## config.mk

```make
export PLATFORM = sky130hd
export DESIGN_NAME = clock_output_control
export DESIGN_NICKNAME = d
export VERILOG_FILES = /design/src/clkctl_pkg.sv /design/src/calib_reload.sv /design/src/clock_output_control.sv
export VERILOG_INCLUDE_DIRS = /design/src
export SDC_FILE = /design/constraint.sdc
export NUM_CORES = 1
export LEC_CHECK = 0
export BUFFER_PORTS_ARGS = -buffer_cell sky130_fd_sc_hd__buf_4
export CAP_MARGIN = 20
export CORE_UTILIZATION = 40
export CTS_BUF_LIST = sky130_fd_sc_hd__clkbuf_4
export DETAILED_ROUTE_END_ITERATION = 16
export HOLD_SLACK_MARGIN = 0.03
export PLACE_DENSITY = 0.61
export SYNTH_ARGS = -nofsm -noshare
export SYNTH_HDL_FRONTEND = slang
export SYNTH_SLANG_ARGS = --single-unit
```

## constraint.sdc

```tcl
create_clock -name CLK -period 4.1 [get_ports CLK]
set_clock_uncertainty 0.1 [all_clocks]
set_input_delay 0.41 -clock CLK [delete_from_list [all_inputs] [get_ports CLK]]
set_output_delay 0.41 -clock CLK [all_outputs]
set_load 0.02 [all_outputs]
```

## src/clkctl_defines.svh

```systemverilog
// Purpose: offsets, field positions, reset values and timing counts of the
//          compensated clock output control block
// Assumes: 32-bit AXI4-Lite data, one register per aligned word
// Notes:   register byte address is four times the register index
`ifndef CLKCTL_DEFINES_SVH
`define CLKCTL_DEFINES_SVH

// ****************************************************************
// register indices
// ****************************************************************
`define IDX_CLK_OUT_CTL 6'h13
`define IDX_AUX_CTL 6'h14
`define IDX_STATUS 6'h15
`define ADDR_W 8

// ****************************************************************
// field positions and reset values
// ****************************************************************
`define TCR_MSB 7
`define TCR_LSB 6
`define REFRESH_POS 5
`define COF_MSB 2
`define COF_LSB 0
`define AUX_COMP_DIS_POS 0
`define AUX_SOFT_RST_POS 1
`define TCR_RESET 2'h0
`define COF_RESET 3'h0
`define COF_HIZ 3'h7
`define COF_ONE_HZ 3'h6
`define RESP_OKAY 2'h0
`define RESP_SLVERR 2'h2

// ****************************************************************
// timing
// ****************************************************************
`define CLK_HZ 10000000
`define SEC_PER_MIN 60
`define MEAS_MIN_0 32
`define MEAS_MIN_1 16
`define MEAS_MIN_2 8
`define MEAS_MIN_3 4
`define WARMUP_S 60
`define SR_WINDOW_S 5
`define RELOAD_LIMIT_MS 100
`define FUSE_WORDS 8
`define FUSE_WORD_CYCLES 4
`define COMP_FRAC_BITS 4

`endif

```

## src/clkctl_pkg.sv

```systemverilog
// Purpose: types shared by the clock output control block
// Assumes: used together with clkctl_defines.svh
// Notes:   widths are fixed
package clkctl_pkg;
   typedef logic [1:0] conv_rate_t;
   typedef logic [2:0] freq_sel_t;
   typedef enum {RL_IDLE, RL_READ, RL_DONE} reload_state_t;
endpackage : clkctl_pkg

```

## src/calib_reload.sv

```systemverilog
// Purpose: copies factory calibration fuse words into shadow registers
// Assumes: fuse data answer on the same clock, valid after the word time
// Notes:   only the power-on reset touches this logic
`timescale 1ns/1ps
`include "clkctl_defines.svh"
module calib_reload import clkctl_pkg::*; #(
   parameter int RELOAD_LIMIT_CYCLES = 1000000
) (
   input logic clk,
   input logic reset,
   input logic ce,
   input logic wr_refresh,
   input logic wr_value,
   input logic [7:0] fuse_data,
   output logic [2:0] fuse_addr,
   output logic refresh_bit,
   output logic busy,
   output logic [63:0] shadow_flat
);
   reload_state_t state;
   logic [7:0] shadow [`FUSE_WORDS];
   logic [1:0] word_cnt;
   logic por_start;
   logic [19:0] busy_cycles;
   logic host_start;
   logic word_done;

   // ****************************************************************
   // start decode
   // ****************************************************************
   // a write of 1 only starts a copy when the bit reads 0 and no copy runs
   assign host_start = wr_refresh & wr_value & ~refresh_bit & (state == RL_IDLE);
   assign word_done = (word_cnt == 2'(`FUSE_WORD_CYCLES - 1));
   assign busy = (state == RL_READ);

   // sequencer: one fuse word per word time
   always_ff @(posedge clk) begin
      if (reset) begin
         state <= RL_IDLE;
         por_start <= 1'b1;
         fuse_addr <= 3'h0;
         word_cnt <= 2'h0;
      end else if (ce) begin
         por_start <= 1'b0;
         case (state)
            RL_IDLE: begin
               if (por_start | host_start) begin
                  state <= RL_READ;
                  fuse_addr <= 3'h0;
                  word_cnt <= 2'h0;
               end
            end
            RL_READ: begin
               word_cnt <= word_cnt + 2'h1;
               if (word_done) begin
                  word_cnt <= 2'h0;
                  fuse_addr <= fuse_addr + 3'h1;
                  if (fuse_addr == 3'(`FUSE_WORDS - 1)) begin
                     state <= RL_DONE;
                  end
               end
            end
            RL_DONE: state <= RL_IDLE;
            default: state <= RL_IDLE;
         endcase
      end
   end

   // completion bit: completion sets it and wins over a host clear
   always_ff @(posedge clk) begin
      if (reset) begin
         refresh_bit <= 1'b0;
      end else if (ce) begin
         if (state == RL_DONE) begin
            refresh_bit <= 1'b1;
         end else if (wr_refresh & ~wr_value) begin
            refresh_bit <= 1'b0;
         end
      end
   end

   // shadow words, one per fuse address
   genvar gi;
   generate
      for (gi = 0; gi < `FUSE_WORDS; gi++) begin : g_shadow
         always_ff @(posedge clk) begin
            if (reset) begin
               shadow[gi] <= 8'h00;
            end else if (ce && busy && word_done && fuse_addr == 3'(gi)) begin
               shadow[gi] <= fuse_data;
            end
         end
         assign shadow_flat[gi*8 +: 8] = shadow[gi];
      end
   endgenerate

   // helper: length of the running copy
   always_ff @(posedge clk) begin
      if (reset || !busy) begin
         busy_cycles <= 20'h0_0000;
      end else if (ce) begin
         busy_cycles <= busy_cycles + 20'h0_0001;
      end
   end

   a_refresh_low_busy: assert property (@(posedge clk) disable iff (reset)
      busy |-> !refresh_bit) else $error("refresh bit high during copy");
   a_reload_bound: assert property (@(posedge clk) disable iff (reset)
      busy_cycles < 20'(RELOAD_LIMIT_CYCLES)) else $error("copy too long");
   a_rise_only: assert property (@(posedge clk) disable iff (reset)
      (ce && refresh_bit && state == RL_IDLE && wr_refresh && wr_value) |=> !busy)
      else $error("copy started while bit already high");
   a_por_copy: assert property (@(posedge clk)
      (reset ##1 (!reset && ce)) |=> busy) else $error("no copy after power-on reset");
endmodule : calib_reload

```

## src/clock_output_control.sv

```systemverilog
// Purpose: temperature compensated seconds clock, periodic temperature
//          measurement, calibration reload and square-wave output control
// Assumes: OSC_IN is the raw 32.768 kHz oscillator, far slower than CLK;
//          TEMP_CORR comes from the compensation engine on CLK
// Notes:   RESET is the power-on reset; the soft reset is a register command
//
// Operation
// temperature is measured right after power-on and then every 32, 16, 8 or 4 min by rate.
// compensation stays inactive for the first 60 s after start-up.
// compensation adds or removes single oscillator pulses ahead of the seconds divider.
// the square-wave pin is fed from the uncompensated oscillator chain.
// the compensated clock leaves the block only as a 1 Hz seconds pulse.
// compensation can be switched off only within 5 s after a soft reset.
// writing the refresh bit 0 then 1 starts a calibration copy on the rise.
// the refresh bit reads 0 during any calibration copy and 1 when it is finished.
// a calibration copy finishes within 100 ms.
// the soft reset does not touch the calibration copy or its bit.
// software should run one copy after power-up and then keep the bit at 1.
// the 3-bit frequency field picks 32768 down to 1 Hz, or high impedance for 111.
// the square-wave pin is push-pull, on from power-on, high impedance when off.
// all selectable frequencies but 32.768 kHz have a 50:50 duty cycle.
// control bit 4 should be left at 0 and unused bits read as 0.
// the square-wave output is off while running from the backup battery.
// writing 1 to a refresh bit that already holds 1 starts no copy.
`timescale 1ns/1ps
`include "clkctl_defines.svh"
module clock_output_control import clkctl_pkg::*; #(
   parameter int RELOAD_LIMIT_CYCLES = `RELOAD_LIMIT_MS * (`CLK_HZ / 1000)
) (
   input logic CLK,
   input logic RESET,
   input logic CE,
   input logic OSC_IN,
   input logic ON_BATTERY,
   input logic [7:0] TEMP_CORR,
   input logic [7:0] FUSE_DATA,
   output logic [2:0] FUSE_ADDR,
   output logic [63:0] CALIB_SHADOW,
   output logic SQUARE_WAVE_OUT,
   output logic SQUARE_WAVE_OE,
   output logic SEC_PULSE,
   output logic TEMP_MEAS_REQ,
   input logic [`ADDR_W-1:0] AWADDR,
   input logic AWVALID,
   output logic AWREADY,
   input logic [31:0] WDATA,
   input logic [3:0] WSTRB,
   input logic WVALID,
   output logic WREADY,
   output logic [1:0] BRESP,
   output logic BVALID,
   input logic BREADY,
   input logic [`ADDR_W-1:0] ARADDR,
   input logic ARVALID,
   output logic ARREADY,
   output logic [31:0] RDATA,
   output logic [1:0] RRESP,
   output logic RVALID,
   input logic RREADY
);
   conv_rate_t temp_conversion_rate;
   freq_sel_t out_freq_select;
   logic comp_disable;
   logic [1:0] sync_a;
   logic [1:0] sync_b;
   logic osc_prev;
   logic [14:0] osc_div;
   logic [14:0] comp_cnt;
   logic [10:0] meas_cnt;
   logic first_meas;
   logic [5:0] warm_cnt;
   logic [2:0] sr_cnt;
   logic [3:0] comp_frac;
   logic [4:0] comp_pend;
   logic comp_sign;
   logic refresh_bit;
   logic reload_busy;

   // ****************************************************************
   // pin synchronisers
   // ****************************************************************
   // index 0 carries the oscillator, index 1 the battery flag
   genvar gi;
   generate
      for (gi = 0; gi < 2; gi++) begin : g_sync
         always_ff @(posedge CLK) begin
            if (RESET) begin
               sync_a[gi] <= 1'b0;
               sync_b[gi] <= 1'b0;
            end else if (CE) begin
               sync_a[gi] <= (gi == 0) ? OSC_IN : ON_BATTERY;
               sync_b[gi] <= sync_a[gi];
            end
         end
      end
   endgenerate

   // ****************************************************************
   // decode
   // ****************************************************************
   logic osc_s;
   logic bat_s;
   logic osc_tick;
   logic sec_tick;
   logic warm_done;
   logic comp_active;
   logic sr_window;
   logic [10:0] meas_period;
   logic [8:0] frac_sum;
   logic [15:0] comp_sum;
   logic [1:0] comp_step;
   logic [5:0] wr_idx;
   logic [5:0] rd_idx;
   logic wr_fire;
   logic rd_fire;
   logic wr_ctl;
   logic wr_aux;
   logic soft_reset;
   logic next_sqw;
   logic next_oe;

   // period of temperature measurement in seconds
   function automatic logic [10:0] meas_seconds(input conv_rate_t rate);
      case (rate)
         2'h0: meas_seconds = 11'(`MEAS_MIN_0 * `SEC_PER_MIN);
         2'h1: meas_seconds = 11'(`MEAS_MIN_1 * `SEC_PER_MIN);
         2'h2: meas_seconds = 11'(`MEAS_MIN_2 * `SEC_PER_MIN);
         default: meas_seconds = 11'(`MEAS_MIN_3 * `SEC_PER_MIN);
      endcase
   endfunction : meas_seconds

   // square-wave level for a frequency code, from the oscillator (code 0) or the free-running divider
   function automatic logic wave_level(input freq_sel_t sel, input logic osc,
                                       input logic [14:0] div);
      case (sel)
         3'h0: wave_level = osc;
         3'h1: wave_level = div[0];
         3'h2: wave_level = div[1];
         3'h3: wave_level = div[2];
         3'h4: wave_level = div[3];
         3'h5: wave_level = div[4];
         3'h6: wave_level = div[14];
         default: wave_level = 1'b0;
      endcase
   endfunction : wave_level

   // read value of a register index
   function automatic logic [31:0] reg_value(input logic [5:0] idx);
      case (idx)
         `IDX_CLK_OUT_CTL: reg_value = {24'h00_0000, temp_conversion_rate, refresh_bit,
                                        2'h0, out_freq_select};
         `IDX_AUX_CTL: reg_value = {31'h0000_0000, comp_disable};
         `IDX_STATUS: reg_value = {28'h000_0000, bat_s, sr_window, reload_busy,
                                   comp_active};
         default: reg_value = 32'h0000_0000;
      endcase
   endfunction : reg_value

   function automatic logic is_mapped(input logic [5:0] idx);
      is_mapped = (idx == `IDX_CLK_OUT_CTL) || (idx == `IDX_AUX_CTL) ||
                  (idx == `IDX_STATUS);
   endfunction : is_mapped

   assign osc_s = sync_b[0];
   assign bat_s = sync_b[1];
   assign osc_tick = osc_s & ~osc_prev;
   assign sec_tick = osc_tick & (osc_div == 15'h7FFF);
   assign warm_done = (warm_cnt == 6'(`WARMUP_S));
   assign comp_active = warm_done & ~comp_disable;
   assign sr_window = (sr_cnt != 3'(`SR_WINDOW_S));
   assign meas_period = meas_seconds(temp_conversion_rate);
   assign frac_sum = {1'b0, comp_frac} + {1'b0, (TEMP_CORR[7] ? -TEMP_CORR : TEMP_CORR)};
   // a pending pulse adds a second count or swallows one
   assign comp_step = (comp_pend == 5'h00) ? 2'h1 : (comp_sign ? 2'h0 : 2'h2);
   assign comp_sum = {1'b0, comp_cnt} + {14'h0000, comp_step};
   assign wr_idx = AWADDR[7:2];
   assign rd_idx = ARADDR[7:2];
   assign wr_fire = AWREADY & AWVALID & WVALID;
   assign rd_fire = ARREADY & ARVALID;
   assign wr_ctl = wr_fire & WSTRB[0] & (wr_idx == `IDX_CLK_OUT_CTL);
   assign wr_aux = wr_fire & WSTRB[0] & (wr_idx == `IDX_AUX_CTL);
   assign soft_reset = wr_aux & WDATA[`AUX_SOFT_RST_POS];
   assign next_sqw = wave_level(out_freq_select, osc_s, osc_div);
   assign next_oe = (out_freq_select != `COF_HIZ) & ~bat_s;

   // ****************************************************************
   // oscillator chains
   // ****************************************************************
   // uncompensated divider, feeds the square wave and the second count
   always_ff @(posedge CLK) begin
      if (RESET) begin
         osc_prev <= 1'b0;
         osc_div <= 15'h0000;
      end else if (CE) begin
         osc_prev <= osc_s;
         if (osc_tick) begin
            osc_div <= osc_div + 15'h0001;
         end
      end
   end

   // compensated prescaler, whose carry is the seconds pulse
   always_ff @(posedge CLK) begin
      if (RESET) begin
         comp_cnt <= 15'h0000;
         SEC_PULSE <= 1'b0;
      end else if (CE) begin
         SEC_PULSE <= osc_tick & comp_sum[15];
         if (osc_tick) begin
            comp_cnt <= comp_sum[14:0];
         end
      end
   end

   // correction spread: a fraction per second, whole pulses one per tick
   always_ff @(posedge CLK) begin
      if (RESET) begin
         comp_frac <= 4'h0;
         comp_pend <= 5'h00;
         comp_sign <= 1'b0;
      end else if (CE) begin
         if (sec_tick && comp_active) begin
            comp_frac <= frac_sum[3:0];
            comp_pend <= comp_pend + frac_sum[8:4] - {4'h0, osc_tick && comp_pend != 5'h00};
            comp_sign <= TEMP_CORR[7];
         end else if (!comp_active) begin
            comp_frac <= 4'h0;
            comp_pend <= 5'h00;
         end else if (osc_tick && comp_pend != 5'h00) begin
            comp_pend <= comp_pend - 5'h01;
         end
      end
   end

   // ****************************************************************
   // measurement, warm-up and soft reset window
   // ****************************************************************
   always_ff @(posedge CLK) begin
      if (RESET) begin
         first_meas <= 1'b1;
         meas_cnt <= 11'h000;
         TEMP_MEAS_REQ <= 1'b0;
      end else if (CE) begin
         first_meas <= 1'b0;
         TEMP_MEAS_REQ <= first_meas;
         if (sec_tick) begin
            meas_cnt <= meas_cnt + 11'h001;
            if (meas_cnt >= meas_period - 11'h001) begin
               meas_cnt <= 11'h000;
               TEMP_MEAS_REQ <= 1'b1;
            end
         end
      end
   end

   always_ff @(posedge CLK) begin
      if (RESET) begin
         warm_cnt <= 6'h00;
         sr_cnt <= 3'(`SR_WINDOW_S);
      end else if (CE) begin
         if (sec_tick && !warm_done) begin
            warm_cnt <= warm_cnt + 6'h01;
         end
         if (soft_reset) begin
            sr_cnt <= 3'h0;
         end else if (sec_tick && sr_window) begin
            sr_cnt <= sr_cnt + 3'h1;
         end
      end
   end

   // ****************************************************************
   // control register
   // ****************************************************************
   // the soft reset returns the fields to defaults but leaves calibration alone
   always_ff @(posedge CLK) begin
      if (RESET) begin
         temp_conversion_rate <= `TCR_RESET;
         out_freq_select <= `COF_RESET;
         comp_disable <= 1'b0;
      end else if (CE) begin
         if (soft_reset) begin
            temp_conversion_rate <= `TCR_RESET;
            out_freq_select <= `COF_RESET;
            comp_disable <= 1'b0;
         end else begin
            if (wr_ctl) begin
               temp_conversion_rate <= WDATA[`TCR_MSB:`TCR_LSB];
               out_freq_select <= WDATA[`COF_MSB:`COF_LSB];
            end
            if (wr_aux && (sr_window || !WDATA[`AUX_COMP_DIS_POS])) begin
               comp_disable <= WDATA[`AUX_COMP_DIS_POS];
            end
         end
      end
   end

   calib_reload #(
      .RELOAD_LIMIT_CYCLES(RELOAD_LIMIT_CYCLES)
   ) u_reload (
      .clk(CLK),
      .reset(RESET),
      .ce(CE),
      .wr_refresh(wr_ctl),
      .wr_value(WDATA[`REFRESH_POS]),
      .fuse_data(FUSE_DATA),
      .fuse_addr(FUSE_ADDR),
      .refresh_bit(refresh_bit),
      .busy(reload_busy),
      .shadow_flat(CALIB_SHADOW)
   );

   // ****************************************************************
   // square-wave pin and register bus
   // ****************************************************************
   always_ff @(posedge CLK) begin
      if (RESET) begin
         SQUARE_WAVE_OUT <= 1'b0;
         SQUARE_WAVE_OE <= 1'b1;
      end else if (CE) begin
         SQUARE_WAVE_OUT <= next_sqw & next_oe;
         SQUARE_WAVE_OE <= next_oe;
      end
   end

   // ready pulses for one cycle, then the answer stands until taken
   always_ff @(posedge CLK) begin
      if (RESET) begin
         AWREADY <= 1'b0;
         WREADY <= 1'b0;
         BVALID <= 1'b0;
         BRESP <= `RESP_OKAY;
         ARREADY <= 1'b0;
         RVALID <= 1'b0;
         RRESP <= `RESP_OKAY;
         RDATA <= 32'h0000_0000;
      end else if (CE) begin
         AWREADY <= AWVALID & WVALID & ~AWREADY & ~BVALID;
         WREADY <= AWVALID & WVALID & ~AWREADY & ~BVALID;
         ARREADY <= ARVALID & ~ARREADY & ~RVALID;
         if (wr_fire) begin
            BVALID <= 1'b1;
            BRESP <= is_mapped(wr_idx) ? `RESP_OKAY : `RESP_SLVERR;
         end else if (BREADY) begin
            BVALID <= 1'b0;
         end
         if (rd_fire) begin
            RVALID <= 1'b1;
            RDATA <= reg_value(rd_idx);
            RRESP <= is_mapped(rd_idx) ? `RESP_OKAY : `RESP_SLVERR;
         end else if (RREADY) begin
            RVALID <= 1'b0;
         end
      end
   end

   a_hiz_code: assert property (@(posedge CLK) disable iff (RESET)
      (CE && out_freq_select == `COF_HIZ) |=> !SQUARE_WAVE_OE) else $error("pin driven at 111");
   a_battery_off: assert property (@(posedge CLK) disable iff (RESET)
      (CE && bat_s) |=> (!SQUARE_WAVE_OE && !SQUARE_WAVE_OUT)) else $error("pin on battery");
   a_warmup_hold: assert property (@(posedge CLK) disable iff (RESET)
      (warm_cnt < 6'(`WARMUP_S)) |-> (comp_pend == 5'h00 && !comp_active))
      else $error("compensation before warm-up");
   a_window_reject: assert property (@(posedge CLK) disable iff (RESET)
      (CE && !sr_window && !comp_disable && !soft_reset) |=> !comp_disable)
      else $error("disable taken outside window");
   a_sec_from_tick: assert property (@(posedge CLK) disable iff (RESET)
      SEC_PULSE |-> $past(osc_tick)) else $error("seconds pulse without oscillator edge");
   a_onehz_wave: assert property (@(posedge CLK) disable iff (RESET)
      (CE && out_freq_select == `COF_ONE_HZ && next_oe) |=> SQUARE_WAVE_OUT == $past(osc_div[14]))
      else $error("1 Hz wave not from free divider");
   a_meas_cause: assert property (@(posedge CLK) disable iff (RESET)
      TEMP_MEAS_REQ |-> ($past(first_meas) || $past(sec_tick) || !$past(CE)))
      else $error("stray measurement");
endmodule : clock_output_control

```

# Word-level counts from Yosys, hierarchy flattened
# Memory sizes are Yosys's and may differ from the RTL's.
# Cells that the tools add are included.
# word_totals
ff_bits,154
mem_count,1
ramBits,64
out_inout_bits,112
# mem_list
name,depth,width,rd,rd_clocked_by_memory_dff,write_ports,line_no,rtl
u_reload.shadow,8,8,8,0,8,calib_reload.sv:21,logic [7:0] shadow [`FUSE_WORDS];
# classes
reduce_logical,53
addsub,13
magnitude_cmp,1
n_mux,74
eq_ne,34
bitwise,40
# op_table
cell,n
2-to-1 mux 32 bit,3
2-to-1 mux 8 bit,9
logical NOT 32 bit,2
case mux 32 bit (2 select lines),1
equality test 6 x 5 -> 1 bit (second input constant),6
2-to-1 mux 1 bit,36
case mux 11 bit (3 select lines),1
equality test 32 x 1 -> 1 bit (second input constant),1
equality test 32 x 2 -> 1 bit (second input constant),1
equality test 32 x 3 -> 1 bit (second input constant),1
AND reduction 2 bit,14
case mux 8 bit (3 select lines),1
bitwise AND 1 bit,22
equality test 3 bit (second input constant),7
2-to-1 mux 3 bit,6
adder 15 x 2 -> 16 bit,1
2-to-1 mux 2 bit,8
adder 15 x 1 -> 15 bit (second input constant),1
equality test 15 bit (second input constant),1
logical AND 1 bit,15
2-to-1 mux 5 bit,3
nonzero test 2 bit,7
equality test 3 x 2 -> 1 bit (second input constant),4
adder 11 x 1 -> 11 bit (second input constant),1
other kinds (32),63

# Longest topological paths before layout
# logic_depth
word_depth,10
depth_mapped,20
ltp_nobuf,20

# Cells and area by module
# Synthesis repeated with hierarchy kept, for this count alone.
# hier_totals
cells_unflattened,828
area_unflattened_um2,8167.8
# by_module_without_submodules
mod,cells_each,area_each_um2,instances
clock_output_control,610,5149.9,1
calib_reload,218,3017.9,1

# Worst setup path after synthesis
# No wires, ideal clock.
# synth_timing
kind,input -> register
startpoint,input port TEMP_CORR[0]
endpoint,register comp_pend[4]
stages,17
required_ns,3.921
arrival_ns,3.566
setup_time_ns,0.079
setup_slack_ns,0.355
n_path_buf,0
cell_sequence,inv_1 > ha_1 > nand2_1 > o21ai_0 > ha_1 > a21o_1 > a21oi_1 > nor2b_1 > o21ai_0 > xnor2_1 > ha_1 > fa_1 > nand2b_1 > a21oi_1 > xnor2_1 > or4_1 > o211ai_1
# synth_between
elab_chain_len,6
# synth_lines
item,line_no,rtl
"start, declared",clock_output_control.sv:35,"input logic [7:0] TEMP_CORR,"
negator 8 bit,clock_output_control.sv:172,"assign frac_sum = {1'b0, comp_frac} + {1'b0, (TEMP_CORR[7] ? -TEMP_CORR : TEMP_CORR)};"
2-to-1 mux 8 bit *,clock_output_control.sv:172,
adder 4 x 8 -> 9 bit *,clock_output_control.sv:172,
adder 5 bit *,clock_output_control.sv:224,"comp_pend <= comp_pend + frac_sum[8:4] - {4'h0, osc_tick && comp_pend != 5'h00};"
subtractor 5 x 1 -> 5 bit *,clock_output_control.sv:224,
2-to-1 mux 5 bit *,clock_output_control.sv:222,if (sec_tick && comp_active) begin
"end signal, assigned",clock_output_control.sv:224,
"end signal, assigned",clock_output_control.sv:230,comp_pend <= comp_pend - 5'h01;
"end, declared",clock_output_control.sv:74,logic [4:0] comp_pend;
# Mark *: on every way between the ends. The rest lies on a longest branch, timed or not.
# A chain may end at the register's enable or synchronous reset.

# Worst setup path after layout
# layout_timing
startpoint,input port TEMP_CORR[7]
endpoint,register comp_pend[4]
# The elaborated chain is that of the path after synthesis.

==> flow_summary.json <==
{
  "ir_drop_mv": 0.239,
  "grt_antenna_before_repair": 0,
  "tightest_slew_ns": 1.07,
  "core_um2": 19500,
  "fin_util_pct": 48.8,
  "r2r_slack_ns": 0.65,
  "reg2reg_to": "comp_pend[4]$_SDFFE_PP0P_",
  "drcViolationCount": 0,
  "post_drt_wl_per_cell_um": 14.3,
  "ys.flop_type": "dfxtp_1",
  "syn2layout_area_growth_pct": 19.2,
  "cts_num_sinks": 161,
  "fmax_mhz": 259,
  "clockRootBuffer": "clkbuf_4",
  "synth.distinct_cells": 61,
  "drive_gt1_share_pct": 19.3,
  "finalCritPeriodShare_pct": 94.3,
  "yosysMostFrequentCell": "dfxtp_1",
  "cts_tree": "done",
  "syn_inst": 808,
  "cp.required_ns": 4.50,
  "critPathArrivalTime_ns": 4.26,
  "ys_warn_count": 0,
  "hold_depth": 4,
  "status": "finished, final reports clean",
  "final_cells": 1225,
  "diodes": 0,
  "final.min_clock_period_ns": 3.86,
  "clk_pin_slew_worst_paths_ns": 0.13,
  "place_ws_ns": -0.00543,
  "hold_end": "BVALID$_SDFFE_PP0P_",
  "die_x_um": 143,
  "h-tree-depth": 4,
  "start_kind": "primary input",
  "fillers": 1856,
  "postPlaceCellArea_um2": 9100,
  "path_max_fanout": 9,
  "hpwl_mm": 12.8,
  "synth_top_area_share_pct": 24.4,
  "routed_via_density": 4.85,
  "r2r_cells": 17,
  "grt.total_usage_pct": 17.9,
  "vias": 5945,
  "hold_path_class": "in2reg",
  "grt_max_degree": 86,
  "setup.worst_path.start": "TEMP_CORR[7]",
  "first_iter_violations": 331,
  "die_h_um": 143,
  "synth_area_um2": 7960,
  "synth-async-reset-ratio_pct": 0,
  "grt.overflow.total": 0,
  "p_leak_uw": 0.00377,
  "drv_cap": 0,
  "worstHoldStart": "BREADY",
  "finish.instance_area_um2": 9490,
  "yosysTopAreaCell": "dfxtp_1",
  "dieArea_um2": 20500,
  "clockBufferDepth": 2,
  "ant_nets": 0,
  "finalNetCount": 1065,
  "grt_pass1_vias": 5577,
  "synth_common_cells": "dfxtp_1 (97), nor2_1 (82), and2_1 (72), edfxtp_1 (64), nand2_1 (50)",
  "placementRows": 51,
  "dp.cells": 1183,
  "rsz0062_at_grt": "false",
  "finalSetupViolCount": 0,
  "clkLatencyLatePin_ns": 0.57,
  "critPathCaptureType": "register",
  "cts_buffers": 17,
  "slew_headroom_pct": 27.9,
  "ys_ff_latch": 161,
  "setup_ws_ns": 0.235,
  "avgSynthCellArea_um2": 9.85,
  "crit_type": "in2reg",
  "pwr_density_cell_nw_per_um2": 316,
  "worstReg2RegStart": "comp_frac[0]$_SDFFE_PP0P_",
  "initial_core_util_pct": 40.9,
  "io_pins": 190,
  "finalMaxSlewViolations": 0,
  "synth_area_leaders": "dfxtp_1 (24%), edfxtp_1 (24%), and2_1 (5.7%)",
  "synth-edff-count": 64,
  "hold_viol_final": 0,
  "grt_pass1_wl_mm": 28.2,
  "wirelength_mm": 17.5,
  "drtPass1Iterations": 5,
  "seq_area_frac_synth_pct": 48.5,
  "io_buffers": 129,
  "setup-tns-final_ns": 0,
  "place_congestion": 0.788
}
[flip-flops by register name, indices dropped and copies added (netlist names), 2 cells and up]
| register | flops |
|---|---|
| u_reload.shadow | 64 |
| comp_cnt | 15 |
| osc_div | 15 |
| meas_cnt | 11 |
| RDATA | 7 |
| warm_cnt | 6 |
| comp_pend | 5 |
| comp_frac | 4 |
| out_freq_select | 3 |
| sr_cnt | 3 |
| u_reload.fuse_addr | 3 |
| sync_a | 2 |
| temp_conversion_rate | 2 |
| u_reload.state | 2 |
| u_reload.word_cnt | 2 |
[how the worst max path moves through the flow]
stage,end,slack (ns),cells past startpoint
6_report,comp_pend[4]$_SDFFE_PP0P_,0.24,16
5_1_grt,comp_pend[4]$_SDFFE_PP0P_,0.01,16
4_1_cts,comp_pend[4]$_SDFFE_PP0P_,0.23,16
3_5_place_dp,comp_pend[4]$_SDFFE_PP0P_,-0.005,18
3_3_place_gp,comp_pend[4]$_SDFFE_PP0P_,0.04,18
2_1_floorplan,comp_pend[4]$_SDFFE_PP0P_,0.35,17
[per-layer routing]
layer / GRT usage, % / up-vias / wire length (um)
met1: 23.3 / 2744 / 8210
met2: 29.2 / 137 / 8180
met5: 0 / - / 0
li1: - / 3044 / -
met3: 3.42 / 20 / 823
met4: 6.79 / 0 / 275
[report_power, final]
group	leakage, uW	total [uW]	switching, uW	internal, uW
combinational	0.00220	331	197	135
sequential	0.00142	1710	18.4	1700
clock	0.000145	951	585	366
total	0.00377	3000	800	2200
[through the flow]
stage	hold slack, ns	power [uW]
after floorplan	0.336	1960
after global placement	0.346	2070
after detailed placement	0.355	2080
after CTS	0.0438	3030
after global routing	0.0572	3130
final	0.0927	3000
[placed cells by master, fill, tap and decap left out, types with 16 or more instances in the layout]
| cell type | count |
|---|---|
| xnor2_1 | 30 |
| nand3_1 | 31 |
| inv_1 | 37 |
| clkbuf_4 | 17 |
| and2_1 | 72 |
| nor3_1 | 16 |
| dfxtp_1 | 97 |
| buf_4 | 136 |
| xor2_1 | 25 |
| nand4_1 | 18 |
| a21oi_1 | 45 |
| nand2_1 | 50 |
| nor2_1 | 82 |
| ha_1 | 36 |
| edfxtp_1 | 64 |
| conb_1 | 27 |
| o21ai_0 | 20 |
[cells by family after synthesis]
kind of cell / Yosys count / synth area share, %
buffers and inverters: 90 / 5.72
AO/OA/AOI/OAI: 109 / 8.61
XOR/XNOR: 55 / 6.05
AND/OR/NAND/NOR: 342 / 23.1
flip-flops: 161 / 48.5
adder cells (fa/ha/maj): 39 / 6.41
multiplexers: 11 / 1.54
other: 1 / 0.0471
[area by class of cell]
cell class | count | area [um^2] | share of cell area, %
flip-flops and latches | 161 | 3860 | 40.7
multi-input cells | 583 | 3740 | 39.4
repair buffers | 147 | 1130 | 11.9
well taps | 265 | 332 | 3.49
clock inverters | 14 | 158 | 1.66
inverters | 38 | 143 | 1.50
clock buffers | 17 | 128 | 1.34
[critical path, cell delays in order]
cell and delay [ns]:
dlygate4sd3_1 0.53, buf_4 0.17, o21ai_0 0.26, ha_1 0.28
a21o_1 0.18, a21oi_1 0.21, nor2b_1 0.07, o21ai_0 0.28
xnor2_1 0.12, ha_1 0.32, fa_1 0.47, nand2b_1 0.16
a21oi_1 0.15, xnor2_1 0.09, or4_1 0.46, o211ai_1 0.10
[what timing repair did]
action / 4_1_cts / 5_1_grt
hold endpoints to repair: 11 / 0
setup buffers: 0 / 0
gates resized for setup: 0 / 0
hold buffers: 10 / 0
Power figures use the tool's default switching activity.
